`src/verilog/nvc_pkg.sv`:
```
`default_nettype none
package nvc_pkg;
  // ----------------------------------------------------------------
  // array geometry
  // ----------------------------------------------------------------
  localparam int ADDR_W    = 15;          // byte address width
  localparam int DATA_W    = 8;           // byte width
  localparam int KEY_BITS  = 64;          // key length and transfer length
  localparam int STEP_W    = 7;           // step counter width
  localparam logic [STEP_W-1:0] LAST_STEP = 7'h3f; // 64th step index

  // key bytes c5 3a a3 5c twice, byte 0 in the low bits, lsb sent first
  localparam logic [63:0] KEY_PATTERN = 64'h5ca3_3ac5_5ca3_3ac5;

  // scratch byte used by the opening read and the key writes
  localparam logic [ADDR_W-1:0] SCRATCH_ADDR = 15'h7fff;

  // ----------------------------------------------------------------
  // timing, slowest grade, 100 mhz clock
  // ----------------------------------------------------------------
  localparam int CLK_NS    = 10;          // clock period in ns
  localparam int RD_CYC_NS = 200;         // read cycle time, covers access
  localparam int WR_PW_NS  = 200;         // write cycle time used as pulse
  localparam int WR_REC_NS = 20;          // write_recovery_time
  localparam int RD_CYC    = (RD_CYC_NS + CLK_NS - 1) / CLK_NS;
  localparam int WR_CYC    = (WR_PW_NS + CLK_NS - 1) / CLK_NS;
  localparam int REC_CYC   = (WR_REC_NS + CLK_NS - 1) / CLK_NS;
  localparam int TMR_W     = 5;           // timer width

  // ----------------------------------------------------------------
  // types
  // ----------------------------------------------------------------
  // user operations
  typedef enum logic [1:0] {
    OP_MEM_RD = 2'h0,
    OP_MEM_WR = 2'h1,
    OP_CLK_RD = 2'h2,
    OP_CLK_WR = 2'h3
  } nvc_op_t;

  // one user request
  typedef struct packed {
    nvc_op_t             op;      // operation
    logic [ADDR_W-1:0]   addr;    // byte address, memory ops only
    logic [DATA_W-1:0]   wdata;   // byte to write, memory write only
    logic [KEY_BITS-1:0] cwdata;  // clock image to write, clock write only
  } nvc_cmd_t;

  // pins driven toward the device
  typedef struct packed {
    logic              chip_sel_n;     // active low chip select
    logic              out_drive_n;    // active low output drive
    logic              write_strobe_n; // active low write strobe
    logic [ADDR_W-1:0] byte_address_lines; // bit 14 is top_address_or_abort
    logic [DATA_W-1:0] dq_o;           // data toward device
    logic              dq_oe;          // high while the host drives data
  } nvc_pins_t;
endpackage : nvc_pkg
`default_nettype wire

```
`src/verilog/nvc_host.sv`:
```
`default_nettype none
// How it works
// [RL1] read when select low, strobe high
// [RL2] fifteen address lines, eight data bits
// [RL3] sample data only with select and drive
// [RL4] write spans select and strobe both low
// [RL5] address held stable through every write
// [RL6] strobe high recovery before next cycle
// [RL7] output drive kept high during writes
// [RL8] no cycles while power is bad
// [RL9] device shortens short months itself
// [RL10] 64 matching key writes unlock clock
// [RL11] before unlock all accesses hit memory
// [RL12] next 64 cycles move clock data
// [RL13] opening read resets the key pointer
// [RL14] key bit goes on data bit 0
// [RL15] mismatch stalls device pointer, no retry
// [RL16] no reads issued during the key
// [RL17] key writes go to scratch address
// [RL18] transfer one bit per cycle on bit 0
// [RL19] only own cycles count, none interleaved
// [RL20] transfer all 64 bits, reg0 bit0 first
// [RL21] clock written only as whole bytes
// [RL22] clock image passed through as bcd
// [RL23] key c5 3a a3 5c twice lsb first
// [RL24] abort pin held high during transfer
// [RL25] each clock access sends a fresh key
module nvc_host (
  input  wire logic                  clk,
  input  wire logic                  nrst,
  input  wire logic                  cmd_valid,
  input  wire nvc_pkg::nvc_cmd_t     cmd,
  output var  logic                  cmd_ready,
  output var  logic                  rsp_valid,
  output var  logic [7:0]            rsp_byte,
  output var  logic [63:0]           rsp_clock,
  input  wire logic                  power_good,
  input  wire logic [7:0]            dq_i,
  output var  nvc_pkg::nvc_pins_t    pins
);
  import nvc_pkg::*;

  // ----------------------------------------------------------------
  // state
  // ----------------------------------------------------------------
  // bus cycle states, one-hot
  typedef enum logic [5:0] {
    S_IDLE = 6'b00_0001,
    S_ADDR = 6'b00_0010,
    S_RD   = 6'b00_0100,
    S_WR   = 6'b00_1000,
    S_REC  = 6'b01_0000,
    S_DONE = 6'b10_0000
  } nvc_state_t;

  // phases of one user operation, one-hot
  typedef enum logic [3:0] {
    PH_MEM  = 4'b0001,
    PH_OPEN = 4'b0010,
    PH_KEY  = 4'b0100,
    PH_XFER = 4'b1000
  } nvc_phase_t;

  nvc_state_t            state_r;   // bus cycle state
  nvc_phase_t            phase_r;   // operation phase
  nvc_op_t               op_r;      // accepted operation
  logic [ADDR_W-1:0]     addr_r;    // accepted memory address
  logic [DATA_W-1:0]     wdata_r;   // accepted memory byte
  logic [KEY_BITS-1:0]   shift_r;   // clock image shifter
  logic [STEP_W-1:0]     step_r;    // key or transfer bit index
  logic [TMR_W-1:0]      tmr_r;     // cycle timer
  logic                  cyc_wr;    // current access is a write

  // ----------------------------------------------------------------
  // helpers
  // ----------------------------------------------------------------
  // direction of the access made in a given phase
  function automatic logic phase_is_write(input nvc_phase_t ph, input nvc_op_t op);
    case (ph)
      PH_MEM:  phase_is_write = (op == OP_MEM_WR);
      PH_OPEN: phase_is_write = 1'b0;              // RL13
      PH_KEY:  phase_is_write = 1'b1;              // RL16
      PH_XFER: phase_is_write = (op == OP_CLK_WR); // RL18
      default: phase_is_write = 1'b0;
    endcase
  endfunction : phase_is_write

  // timer load value
  function automatic logic [TMR_W-1:0] cyc_len(input int n);
    cyc_len = TMR_W'(n - 1);
  endfunction : cyc_len

  always_comb begin
    cyc_wr = phase_is_write(phase_r, op_r);
  end

  // ----------------------------------------------------------------
  // bus cycle sequencer
  // ----------------------------------------------------------------
  // one access: address setup, strobe, recovery, then next step
  always_ff @(posedge clk) begin
    if (!nrst) begin
      state_r <= S_IDLE;
      tmr_r   <= '0;
    end else begin
      case (state_r)
        // wait for a request, only with good power
        S_IDLE: begin
          if (cmd_valid && cmd_ready) begin
            state_r <= S_ADDR;
          end
        end
        // address and data load at the edge leaving this state, the strobes with them only while power is good
        S_ADDR: begin
          if (!power_good) begin
            state_r <= S_DONE; // RL8
          end else if (cyc_wr) begin
            state_r <= S_WR;
            tmr_r   <= cyc_len(WR_CYC);
          end else begin
            state_r <= S_RD;
            tmr_r   <= cyc_len(RD_CYC);
          end
        end
        // select and drive low for the read cycle
        S_RD: begin
          if (tmr_r == '0) begin
            state_r <= S_REC;
            tmr_r   <= cyc_len(REC_CYC);
          end else begin
            tmr_r <= tmr_r - 1'b1;
          end
        end
        // select and strobe low for the write pulse
        S_WR: begin
          if (tmr_r == '0) begin
            state_r <= S_REC;
            tmr_r   <= cyc_len(REC_CYC);
          end else begin
            tmr_r <= tmr_r - 1'b1;
          end
        end
        // strobes high before anything else
        S_REC: begin
          if (tmr_r != '0) begin
            tmr_r <= tmr_r - 1'b1; // RL6
          end else if (phase_r == PH_MEM ||
                       (phase_r == PH_XFER && step_r == LAST_STEP)) begin
            state_r <= S_DONE; // RL25
          end else begin
            state_r <= S_ADDR;
          end
        end
        // one-cycle answer
        S_DONE: begin
          state_r <= S_IDLE;
        end
        default: begin
          state_r <= S_IDLE;
        end
      endcase
    end
  end

  // ----------------------------------------------------------------
  // operation phases and data
  // ----------------------------------------------------------------
  // steps through open read, 64 key writes, 64 transfer cycles
  always_ff @(posedge clk) begin
    if (!nrst) begin
      phase_r <= PH_MEM;
      op_r    <= OP_MEM_RD;
      addr_r  <= '0;
      wdata_r <= '0;
      shift_r <= '0;
      step_r  <= '0;
    end else begin
      if (state_r == S_IDLE && cmd_valid && cmd_ready) begin
        op_r    <= cmd.op;
        addr_r  <= cmd.addr;
        wdata_r <= cmd.wdata;
        shift_r <= cmd.cwdata; // RL21 RL22
        step_r  <= '0;
        phase_r <= (cmd.op == OP_CLK_RD || cmd.op == OP_CLK_WR) ? PH_OPEN : PH_MEM; // RL25
      end else if (state_r == S_RD && tmr_r == '0 && phase_r == PH_XFER) begin
        shift_r <= {dq_i[0], shift_r[KEY_BITS-1:1]}; // RL18 RL20
      end else if (state_r == S_WR && tmr_r == '0 && phase_r == PH_XFER) begin
        shift_r <= {1'b0, shift_r[KEY_BITS-1:1]}; // RL20
      end else if (state_r == S_REC && tmr_r == '0) begin
        case (phase_r)
          PH_OPEN: begin
            phase_r <= PH_KEY;
            step_r  <= '0;
          end
          PH_KEY: begin
            if (step_r == LAST_STEP) begin
              phase_r <= PH_XFER; // RL10 RL12
              step_r  <= '0;
            end else begin
              step_r <= step_r + 1'b1;
            end
          end
          PH_XFER: begin
            step_r <= step_r + 1'b1;
          end
          default: begin
            step_r <= step_r;
          end
        endcase
      end
    end
  end

  // ----------------------------------------------------------------
  // device pins
  // ----------------------------------------------------------------
  // all pins from flops; address and data set up in S_ADDR
  always_ff @(posedge clk) begin
    if (!nrst) begin
      pins.chip_sel_n         <= 1'b1;
      pins.out_drive_n        <= 1'b1;
      pins.write_strobe_n     <= 1'b1;
      pins.byte_address_lines <= SCRATCH_ADDR;
      pins.dq_o               <= '0;
      pins.dq_oe              <= 1'b0;
    end else begin
      case (state_r)
        S_ADDR: begin
          if (power_good) begin
            pins.chip_sel_n     <= 1'b0; // RL4
            pins.out_drive_n    <= cyc_wr; // RL3 RL7
            pins.write_strobe_n <= !cyc_wr; // RL1
            pins.dq_oe          <= cyc_wr;
          end
          // non-memory phases use the scratch byte, top bit high
          pins.byte_address_lines <= (phase_r == PH_MEM) ? addr_r : SCRATCH_ADDR; // RL2 RL17 RL24
          if (phase_r == PH_KEY) begin
            pins.dq_o <= {7'h00, KEY_PATTERN[step_r[5:0]]}; // RL14 RL23
          end else if (phase_r == PH_XFER) begin
            pins.dq_o <= {7'h00, shift_r[0]}; // RL18
          end else begin
            pins.dq_o <= wdata_r;
          end
        end
        S_RD, S_WR: begin
          if (tmr_r == '0) begin
            pins.chip_sel_n     <= 1'b1;
            pins.out_drive_n    <= 1'b1;
            pins.write_strobe_n <= 1'b1;
          end
        end
        S_REC: begin
          if (tmr_r == '0) begin
            pins.dq_oe <= 1'b0; // RL5
          end
        end
        default: begin
          pins.chip_sel_n     <= 1'b1;
          pins.out_drive_n    <= 1'b1;
          pins.write_strobe_n <= 1'b1;
          pins.dq_oe          <= 1'b0;
        end
      endcase
    end
  end

  // ----------------------------------------------------------------
  // user handshake and answers
  // ----------------------------------------------------------------
  // ready only in idle with good power; answer pulse on done
  always_ff @(posedge clk) begin
    if (!nrst) begin
      cmd_ready <= 1'b0;
      rsp_valid <= 1'b0;
      rsp_byte  <= '0;
      rsp_clock <= '0;
    end else begin
      cmd_ready <= (state_r == S_IDLE) && !(cmd_valid && cmd_ready) && power_good; // RL8
      rsp_valid <= (state_r == S_DONE);
      if (state_r == S_RD && tmr_r == '0 && phase_r == PH_MEM) begin
        rsp_byte <= dq_i; // RL3
      end
      if (state_r == S_DONE) begin
        rsp_clock <= shift_r;
      end
    end
  end
endmodule : nvc_host
`default_nettype wire

```
`config.mk`:
```
export PLATFORM = sky130hd
export DESIGN_NAME = nvc_host
export DESIGN_NICKNAME = d
export VERILOG_FILES = /design/src/verilog/nvc_pkg.sv /design/src/verilog/nvc_host.sv
export SDC_FILE = /design/constraint.sdc
export NUM_CORES = 1
export LEC_CHECK = 0
export BUFFER_PORTS_ARGS = -buffer_cell sky130_fd_sc_hd__buf_2
export CORE_ASPECT_RATIO = 0.9
export CORE_UTILIZATION = 54
export CTS_CLUSTER_DIAMETER = 200
export DETAILED_ROUTE_END_ITERATION = 7
export GPL_TIMING_DRIVEN = 0
export PLACE_DENSITY = 0.78
export SLEW_MARGIN = 40
export SYNTH_ARGS = -nofsm -noshare
export SYNTH_HDL_FRONTEND = slang
export SYNTH_SLANG_ARGS = --single-unit
```
`constraint.sdc`:
```
create_clock -name clk -period 3.24 [get_ports clk]
set_input_delay 0.162 -clock clk [delete_from_list [all_inputs] [get_ports clk]]
set_output_delay 0.162 -clock clk [all_outputs]
set_load 0.01 [all_outputs]
```
==> run metrics, run 1 <==
Die Y=124 um; Syn Inst Count=996; starting density of the core=55.2%; Pwr Total=0.00612 W; Iter 0 DRT Violations=555; CP Data Arrival Time=3.19 ns; Critical Path Stages=8; post-synthesis register bit count=213; area leader, netlist=dfxtp_1; Setup TNS=0 ns; vias in the first global route=8074; post-synthesis sequential area ratio=47.7%; Synth area leaders=dfxtp_1, nand2_1, mux2i_1; Post-DP HPWL=16000 um; outcome=finished clean; area of the die=0.0171 mm^2; H-tree levels=1; YS warnings=0; ys flop type=dfxtp_1; Setup crit end=shift_r[55]$_SDFFE_PN0P_; Crit path max-delay family=buffers and inverters; first-pass iteration count of the detailed router=5; Worst R2R Setup Slack=0.44 ns; CP max stage cell=clkbuf_1; worst-case reg-to-reg path depth=8; post-route insts no fill=1539; CP most frequent cell=clkbuf_1; Crit path buffers/inverters=4; Final Util=73.4%; vias per cell=5.44; CTS tree=done; worst clock skew=0.00824 ns; dpl cells=1404; wire per inst=16.3 um; crit-path max FO=10; fin nets=1422; Syn Std Cell Area=0.00894 mm^2; total track usage=29.4%; wirelength, routed=25100 um; final setup fails=0; largest net degree at the start of global routing=14; placeable core area=0.0162 mm^2; Reg2Reg Launch Point=state_r[3]$_SDFFE_PN0P_; hold path cells=4; first-pass GRT wire length=39600 um; Peak VDD IR=0.381 mV; Critical Path Start Type=register; DR DRC count=0; LEAKAGE=6.04 nW; max-cap viol count=0; Tmin final=2.80 ns; root buf cell=clkbuf_16; crit path from=state_r[3]$_SDFFE_PN0P_; Hold Startpoint=cmd_valid; Net Sw Power=0.00155 W; synth unique cells=57; Req. time, crit path=3.63 ns; die width=138 um; Design Area, Final=0.0119 mm^2; IO Count=202; via count=8370; WS Path Type=reg2reg; Slew HR=42.9%; Clock Sinks=213; Combinational Power Share=13.3%; CTS Buf Count=22; maximum single-stage delay on the critical path=0.57 ns; CP Capture Type=register; HP Class=in2reg; diode count=0; Int Pwr=0.00456 W; clock network power share=39.4%; Clk Latency, worst-skew pair=0.50 ns; Yosys top cell area share=47.7%; reg2reg end=shift_r[55]$_SDFFE_PN0P_; Reg power frac=47.2%; worst-path cell chain=clkbuf_1 > nor4_4 > nand4_1 > clkbuf_1 > clkbuf_1 > clkbuf_1 > nand2_1 > o211a_1; clock slew at reported path FFs=0.06 ns; Tcrit/Tclk final=86.3%; Syn Area/Cell=8.98 um^2; Placed Area=0.0102 mm^2; num rows=44; initial antenna violation count=0; fraction of layout cells with a size suffix above 1=19.4%; RSZ-0062 raised after global routing=no; syn_nets=1099; sw frac=25.4%; buffers added on ports=201; FFs w/ async S/R, synth=0%; GR Overflow Total=0; Max Fclk=358 MHz; PD cells=515 mW/mm^2; Setup Fix Bufs, Post-CTS=0; fin. max-slew vios=0; Post-DRT Antenna Nets=0; routability cong.=0.872; Tightest Pin Transition=0.857 ns; number of synthesized flops with an enable pin=0; clk buf depth=3; Area growth syn-to-layout=32.8%; count of final hold-check violations=0
-- cells by family (layout without fill, tap and decap cells) --
group | Yosys count | in the layout | share of synthesized area (%)
buffers and inverters | 81 | 417 | 3.78
xor gates and xnor gates | 5 | 5 | 0.490
and+or+nand+nor | 392 | 392 | 19.3
adders and majority gates | 2 | 2 | 0.280
muxes | 75 | 75 | 8.41
DFF | 213 | 213 | 47.7
AOI/OAI and AO/OA | 228 | 228 | 20.1
-- state kept, by name (all words and copies together), names as in the netlist, named ones only --
register,flops
addr_r,15
state_r,6
rsp_clock,64
shift_r,64
cmd_ready,1
pins,27
rsp_byte,8
rsp_valid,1
phase_r,4
step_r,7
op_r,2
tmr_r,5
wdata_r,8
-- cells in the mapped netlist (all sizes together) (3+ instances only) --
library cell / n
mux2i: 74
a21oi: 15
nand2b: 3
o21ai: 32
xor2: 3
and3: 5
nor4b: 3
o211a: 66
buf: 16
clkbuf: 59
and2: 5
nor2: 41
nor2b: 22
inv: 6
nand2: 266
a21boi: 94
or4b: 3
dfxtp: 213
nor3: 23
a22oi: 7
nand3: 10
-- stage by stage --
| step | worst slack (ns) | hold WS [ns] |
|---|---|---|
| floorplan | 0.893 | 0.276 |
| global placement | 0.453 | 0.403 |
| detailed placement | 0.510 | 0.408 |
| CTS | 0.494 | 0.0736 |
| global route | 0.229 | 0.103 |
| finish | 0.444 | 0.101 |
-- power by group through the flow --
stage | Clock [W] | Sequential [W] | Combinational, W
final | 0.00241 | 0.00289 | 0.000815
after global routing | 0.00252 | 0.00290 | 0.000905
after CTS | 0.00242 | 0.00288 | 0.000798
after detailed placement | 0 | 0.00294 | 0.000698
after global placement | 0 | 0.00294 | 0.000684
after floorplan | 0 | 0.00292 | 0.000483
-- worst min-delay path, stage by stage --
cell and delay, ns:
buf_2 0.12, nand2_1 0.08, nand3_1 0.14, nor2_1 0.06
-- routing by layer --
metal  up-vias  global-route usage (%)  part of all wire [%]
met5         -                       0                     0
met4         0                    11.7                   3.8
met3        75                    4.92                   6.2
met2       307                    49.2                    47
met1      3925                    37.7                    43
li1       4063                       -                     -
-- how the worst min path moves through the flow --
stage,endpoint,slack [ns]
finish,cmd_ready$_SDFF_PN0_,0.10
detailed placement,shift_r[62]$_SDFFE_PN0P_,0.41
CTS,cmd_ready$_SDFF_PN0_,0.07
global route,cmd_ready$_SDFF_PN0_,0.10
global placement,shift_r[3]$_SDFFE_PN0P_,0.40
floorplan,cmd_ready$_SDFF_PN0_,0.28
-- layout make-up --
| cell class | instances | area (um^2) |
|---|---|---|
| plain buffers | 75 | 315 |
| clock buffers | 34 | 667 |
| clock inverters | 3 | 15.0 |
| fillers | 1148 | 4310 |
| inverters | 6 | 22.5 |
| multi-input cells | 702 | 4350 |
| flip-flops and latches | 213 | 4260 |
| well taps | 207 | 259 |
| repair buffers | 299 | 1990 |
-- what timing repair did --
action,in CTS,in global routing
endpoints found under the hold margin,101,0
resized for setup,0,0
hold buffers,98,0
-- cell usage in the layout (no fill, tap or decap), types with 3 or more instances in the layout --
cell type / n
a21oi_1: 14
buf_2: 209
o21ai_0: 30
nor3_1: 23
nand2_1: 265
clkbuf_1: 64
clkinv_2: 3
buf_1: 5
dfxtp_1: 213
buf_6: 3
nand2b_1: 3
nand3_1: 10
and3_1: 5
a21boi_0: 94
o211a_1: 66
a22oi_1: 7
mux2i_1: 74
nor2_1: 41
inv_1: 6
clkbuf_8: 5
nor2b_1: 22
dlygate4sd3_1: 98
and2_1: 4
xor2_1: 3
clkbuf_16: 23
Note: power is estimated with default switching activity, not from simulation.
==> inputs of run 2 (changes only) <==
Clock period 3.24 ns to 3 ns, I/O delays scaled along.
==> run metrics, run 2 (same netlist as run 1, synthesis figures left out) <==
outcome=finished clean (unchanged); Clock Sinks=213 (unchanged); root buf cell=clkbuf_16 (unchanged); via count=8350 (was 8370); worst-case reg-to-reg path depth=9 (was 8); starting density of the core=55.2% (unchanged); wire per inst=16.3 um (about the same); placeable core area=0.0162 mm^2 (unchanged); Area growth syn-to-layout=32.9% (was 32.8%); clk buf depth=3 (unchanged); largest net degree at the start of global routing=14 (unchanged); first-pass iteration count of the detailed router=5 (unchanged); crit path from=state_r[3]$_SDFFE_PN0P_ (unchanged); Critical Path Start Type=register (unchanged); num rows=44 (unchanged); wirelength, routed=25100 um (about the same); CP Data Arrival Time=2.99 ns (was 3.19 ns); count of final hold-check violations=0 (unchanged); Die Y=124 um (unchanged); LEAKAGE=6.05 nW (was 6.04 nW); total track usage=29.4% (unchanged); Setup Fix Bufs, Post-CTS=0 (unchanged); WS Path Type=reg2reg (unchanged); DR DRC count=0 (unchanged); CP Capture Type=register (unchanged); Tightest Pin Transition=0.852 ns (was 0.857 ns); worst hold margin=0.0919 ns (was 0.101 ns); GR Overflow Total=0 (unchanged); RSZ-0062 raised after global routing=no (unchanged); Peak VDD IR=0.411 mV (was 0.381 mV); initial antenna violation count=0 (unchanged); CTS Buf Count=22 (unchanged); diode count=0 (unchanged); H-tree levels=1 (unchanged); final setup fails=0 (unchanged); commonest non-fill, non-tap cells in the layout=nand2_1, dfxtp_1, buf_2 (unchanged); vias in the first global route=8074 (unchanged); max-cap viol count=0 (unchanged); vias per cell=5.43 (was 5.44); fin nets=1422 (unchanged); IO Count=202 (unchanged); Setup TNS=0 ns (unchanged); area of the die=0.0171 mm^2 (unchanged); hold path cells=4 (unchanged); Hold Startpoint=cmd_valid (unchanged); PD cells=556 mW/mm^2 (was 515 mW/mm^2); clock slew at reported path FFs=0.06 ns (about the same); Iter 0 DRT Violations=531 (was 555); Tmin final=2.60 ns (was 2.80 ns); Req. time, crit path=3.39 ns (was 3.63 ns); Post-Place Worst Slack=0.270 ns (was 0.510 ns); fin. max-slew vios=0 (unchanged); setup ws final=0.395 ns (was 0.444 ns); die width=138 um (unchanged); leading cell type in the layout, fill and taps excluded=nand2_1 (unchanged); biggest regs=rsp_clock: 64 flops, shift_r: 64 flops, pins: 27 flops (unchanged); Max Fclk=384 MHz (was 358 MHz); worst clock skew=0.00905 ns (was 0.00824 ns); crit-path max FO=10 (unchanged); routability cong.=0.872 (unchanged); Tcrit/Tclk final=86.8% (was 86.3%); fraction of layout cells with a size suffix above 1=19.5% (was 19.4%); Post-DRT Antenna Nets=0 (unchanged); CTS tree=done (unchanged); Reg2Reg Launch Point=state_r[3]$_SDFFE_PN0P_ (unchanged); Post-DP HPWL=16000 um (unchanged); buffers added on ports=201 (unchanged); first-pass GRT wire length=39600 um (unchanged); HP Class=in2reg (unchanged); Slew HR=43.2% (was 42.9%); fill cell count=1148 (unchanged); Clk Latency, worst-skew pair=0.50 ns (about the same)
run 2: cell counts in the layout (fill, tap and decap cells not counted):
No cell type changed its count.
run 2: where the power goes:
part,leakage (nW),internal (W),switching [W]
logic,3.99,0.000413,0.000467
registers,1.72,0.00299,0.000124
clock network,0.338,0.00152,0.00108
total,6.05,0.00493,0.00167
run 2: worst max-delay path, cell delays in order, from the launching register on:
cell and delay [ns]:
dfxtp_1 0.31, clkbuf_1 0.30, xor2_1 0.11, and3_1 0.26, nand3_1 0.10, clkbuf_1 0.52, buf_2 0.42, mux2i_1 0.22
nand2_1 0.08, o211a_1 0.17
run 2: worst paths after layout:
path	end	slack, ns
max	shift_r[20]$_SDFFE_PN0P_	0.40
min	cmd_ready$_SDFF_PN0_	0.09
max reg2reg	shift_r[20]$_SDFFE_PN0P_	0.40
min reg2reg	rsp_clock[18]$_SDFFE_PN0P_	0.46
run 2: layout make-up:
class                           instances  area (um^2)  area share, %
Sequential cell                       213         4260           35.9
Clock inverter                          3         15.0          0.126
Multi-Input combinational cell        702         4350           36.6
Inverter                                6         22.5          0.190
Timing Repair Buffer                  299         1990           16.7
Clock buffer                           34          667           5.61
Tap cell                              207          259           2.18
Buffer                                 75          317           2.66
run 2: what timing repair did:
action | CTS | global route
hold buffers | 98 | 0
endpoints found under the hold margin | 101 | 0
resized for setup | 0 | 2
setup endpoints to repair | 0 | 1
run 2: per-stage QoR:
step / cell area, um^2 / std cells / power [W] / util (%)
2_1_floorplan: 8940 / 996 / 0.00367 / -
3_3_place_gp: 10200 / 1404 / 0.00391 / 63.1
3_5_place_dp: 10200 / 1404 / 0.00393 / 63.1
4_1_cts: 11900 / 1539 / 0.00659 / 73.4
5_1_grt: 11900 / 1539 / 0.00683 / 73.4
6_report: 11900 / 1539 / 0.00660 / 73.4
run 2: routing by layer:
metal | vias to the layer above | GRT usage, % | part of all wire (%)
met4 | 0 | 11.7 | 3.7
met3 | 77 | 4.92 | 6.1
li1 | 4070 | - | -
met2 | 308 | 49.2 | 47
met5 | - | 0 | 0
met1 | 3895 | 37.7 | 43
==> inputs of run 3 (changes only) <==
Settings changed: ABC_AREA set to 1.
==> run metrics, run 3 <==
Reg power frac=45.4% (was 47.2%); Tcrit/Tclk final=68.9% (was 86.8%); Max Fclk=484 MHz (was 384 MHz); WS Path Type=reg2reg (unchanged); FFs w/ async S/R, synth=0% (unchanged); total track usage=30.0% (was 29.4%); CTS Buf Count=22 (unchanged); CP Capture Type=register (unchanged); crit path from=tmr_r[0]$_SDFFE_PN0P_ (was state_r[3]$_SDFFE_PN0P_); wire per inst=14.6 um (was 16.3 um); register area=0.00426 mm^2 (unchanged); worst-path cell chain=inv_1 > ha_1 > nand3_4 > inv_1 > a31oi_4 > buf_6 > nand2_1 > o211ai_1 > nand2_1 > inv_1 (was clkbuf_1 > xor2_1 > and3_1 > nand3_1 > clkbuf_1 > buf_2 > mux2i_1 > nand2_1 > o211a_1); post-synthesis sequential area ratio=47.2% (was 47.7%); Worst R2R Setup Slack=0.93 ns (was 0.40 ns); sw frac=27.9% (was 25.4%); commonest non-fill, non-tap cells in the layout=nand2_1, buf_2, dfxtp_1 (was nand2_1, dfxtp_1, buf_2); num rows=44 (unchanged); failing checks=design-rule violations; synth unique cells=41 (was 57); wirelength, routed=26100 um (was 25100 um); clock network power share=38.0% (was 39.4%); clock slew at reported path FFs=0.06 ns (about the same); Post-DRT Antenna Nets=0 (unchanged); max-cap viol count=0 (unchanged); Multi-input gate area=0.00401 mm^2 (was 0.00435 mm^2); Area growth syn-to-layout=30.9% (was 32.9%); DR DRC count=18 (was 0); Tightest Pin Transition=0.807 ns (was 0.852 ns); CTS tree=done (unchanged); PD cells=582 mW/mm^2 (was 556 mW/mm^2); LEAKAGE=5.78 nW (was 6.05 nW); routability cong.=0.872 (about the same); ys flop type=dfxtp_1 (unchanged); post-synthesis register bit count=213 (unchanged); clk buf depth=3 (unchanged); leading cell type in the layout, fill and taps excluded=nand2_1 (unchanged); Post-DP HPWL=17100 um (was 16000 um); Req. time, crit path=3.45 ns (was 3.39 ns); Int Pwr=0.00497 W (was 0.00493 W); final setup fails=0 (unchanged); area leader, netlist=dfxtp_1 (unchanged); area of the die=0.0173 mm^2 (was 0.0171 mm^2); vias per cell=5.27 (was 5.43); fraction of layout cells with a size suffix above 1=18.9% (was 19.5%); GR Overflow Total=0 (unchanged); count of final hold-check violations=0 (unchanged); count leader, synth=nand2_1 (unchanged); Die Y=125 um (was 124 um); Combinational Power Share=16.6% (was 13.3%); Slew HR=46.2% (was 43.2%); CP max stage cell=a31oi_4 (was clkbuf_1); root buf cell=clkbuf_16 (unchanged); Peak VDD IR=0.385 mV (was 0.411 mV); initial antenna violation count=1 (was 0); IO Count=202 (unchanged); syn_nets=1359 (was 1099); Setup Fix Bufs, Post-CTS=0 (unchanged); first-pass GRT wire length=42600 um (was 39600 um); Pwr Total=0.00689 W (was 0.00660 W); fill cell count=1311 (was 1148); Clk Latency, worst-skew pair=0.51 ns (was 0.50 ns); Commonest cells post-synth=nand2_1, dfxtp_1, nor2_1 (was nand2_1, dfxtp_1, a21boi_0); worst clock skew=0.0149 ns (was 0.00905 ns); RSZ-0062 raised after global routing=no (unchanged); CP Data Arrival Time=2.51 ns (was 2.99 ns); Placed Area=0.0103 mm^2 (was 0.0102 mm^2); buffers added on ports=201 (unchanged); Critical Path Start Type=register (unchanged); Syn Area/Cell=7.20 um^2 (was 8.98 um^2); first-pass iteration count of the detailed router=7 (was 5); fin. max-slew vios=0 (unchanged); Clock Sinks=213 (unchanged); CP most frequent cell=inv_1 (was clkbuf_1); Syn Inst Count=1256 (was 996); placeable core area=0.0162 mm^2 (about the same); biggest regs=rsp_clock: 64 flops, shift_r: 64 flops, pins: 27 flops (unchanged); Yosys top cell area share=47.2% (was 47.7%); Net Sw Power=0.00192 W (was 0.00167 W); Design Area, Final=0.0118 mm^2 (was 0.0119 mm^2); vias in the first global route=8870 (was 8074); outcome=finished, violations left (was finished clean); maximum single-stage delay on the critical path=0.49 ns (was 0.52 ns); Synth area leaders=dfxtp_1, nand2_1, nor2_1 (was dfxtp_1, nand2_1, mux2i_1); Hold Startpoint=cmd[43] (was cmd_valid); Syn Std Cell Area=0.00904 mm^2 (was 0.00894 mm^2); Reg2Reg Launch Point=tmr_r[0]$_SDFFE_PN0P_ (was state_r[3]$_SDFFE_PN0P_); Iter 0 DRT Violations=597 (was 531); HP Class=in2reg (unchanged); fin nets=1667 (was 1422); crit-path max FO=10 (unchanged); H-tree levels=1 (unchanged); starting density of the core=55.7% (was 55.2%); dpl cells=1664 (was 1404); largest net degree at the start of global routing=14 (unchanged); via count=9418 (was 8350); post-route insts no fill=1787 (was 1539); number of synthesized flops with an enable pin=0 (unchanged); Tmin final=2.07 ns (was 2.60 ns); YS warnings=0 (unchanged); die width=138 um (about the same); Setup TNS=0 ns (unchanged)
[run 3: area by class of cell]
| class | count | share of cell area, % |
|---|---|---|
| Multi-Input combinational cell | 861 | 33.9 |
| Tap cell | 207 | 2.19 |
| Clock inverter | 7 | 0.624 |
| Timing Repair Buffer | 284 | 15.5 |
| Inverter | 109 | 3.48 |
| Sequential cell | 213 | 36.0 |
| Buffer | 73 | 3.05 |
| Antenna cell | 1 | 0.0211 |
| Clock buffer | 32 | 5.22 |
[run 3: critical path: cells and delay by family, from the launching register on]
| family | cells | cell delay [ns] |
|---|---|---|
| buf+inv | 4 | 0.50 |
| flops | 1 | 0.36 |
| compound gates | 2 | 0.57 |
| fa+ha+maj | 1 | 0.27 |
| simple gates | 3 | 0.32 |
[run 3: kinds of logic (layout without fill, tap and decap cells)]
family	after synthesis	in the layout	share of synthesized area, %
buffers and inverters	182	505	8.54
other	0	1	0
XOR/XNOR	2	2	0.194
adder cells (fa/ha/maj)	2	2	0.277
multiplexers	1	1	0.111
AND/OR/NAND/NOR	609	609	27.8
flip-flops	213	213	47.2
AO/OA/AOI/OAI	247	247	15.9
[run 3: path summary, 6_finish.rpt]
path / depth (start not counted) / to
worst max-delay path: 10 / shift_r[39]$_SDFFE_PN0P_
worst min register to register: 2 / pins[6]$_SDFFE_PN0N_
worst max register to register: 10 / shift_r[39]$_SDFFE_PN0P_
worst min-delay path: 5 / shift_r[43]$_SDFFE_PN0P_
[run 3: what timing repair did]
| item | CTS | global route |
|---|---|---|
| hold buffers | 83 | 0 |
| gates resized for setup | 0 | 0 |
| endpoints found under the hold margin | 85 | 0 |
| setup endpoints to repair | 0 | 0 |
[run 3: power groups by stage]
stage	Combinational, W	Sequential [W]	Clock (W)
finish	0.00114	0.00313	0.00262
detailed placement	0.00103	0.00318	0
global route	0.00127	0.00315	0.00278
floorplan	0.000716	0.00317	0
global placement	0.00101	0.00318	0
CTS	0.00112	0.00312	0.00264
[run 3: stage by stage]
| step | setup slack (ns) | hold WS (ns) | utilization (%) |
|---|---|---|---|
| 3_3_place_gp | 1.03 | 0.372 | 63.5 |
| 3_5_place_dp | 0.997 | 0.376 | 63.5 |
| 5_1_grt | 0.782 | 0.0330 | 72.9 |
| 2_1_floorplan | 1.33 | 0.269 | - |
| 4_1_cts | 0.950 | 0.000279 | 72.8 |
| 6_report | 0.933 | 0.00866 | 72.9 |
[run 3: metal layers]
| layer | GRT usage (%) | vias to the layer above | share of wire [%] |
|---|---|---|---|
| li1 | - | 4633 | - |
| met1 | 38.4 | 4328 | 44 |
| met2 | 50.5 | 371 | 46 |
| met3 | 4.54 | 86 | 6.3 |
| met4 | 12.8 | 0 | 3.9 |
| met5 | 0 | - | 0 |
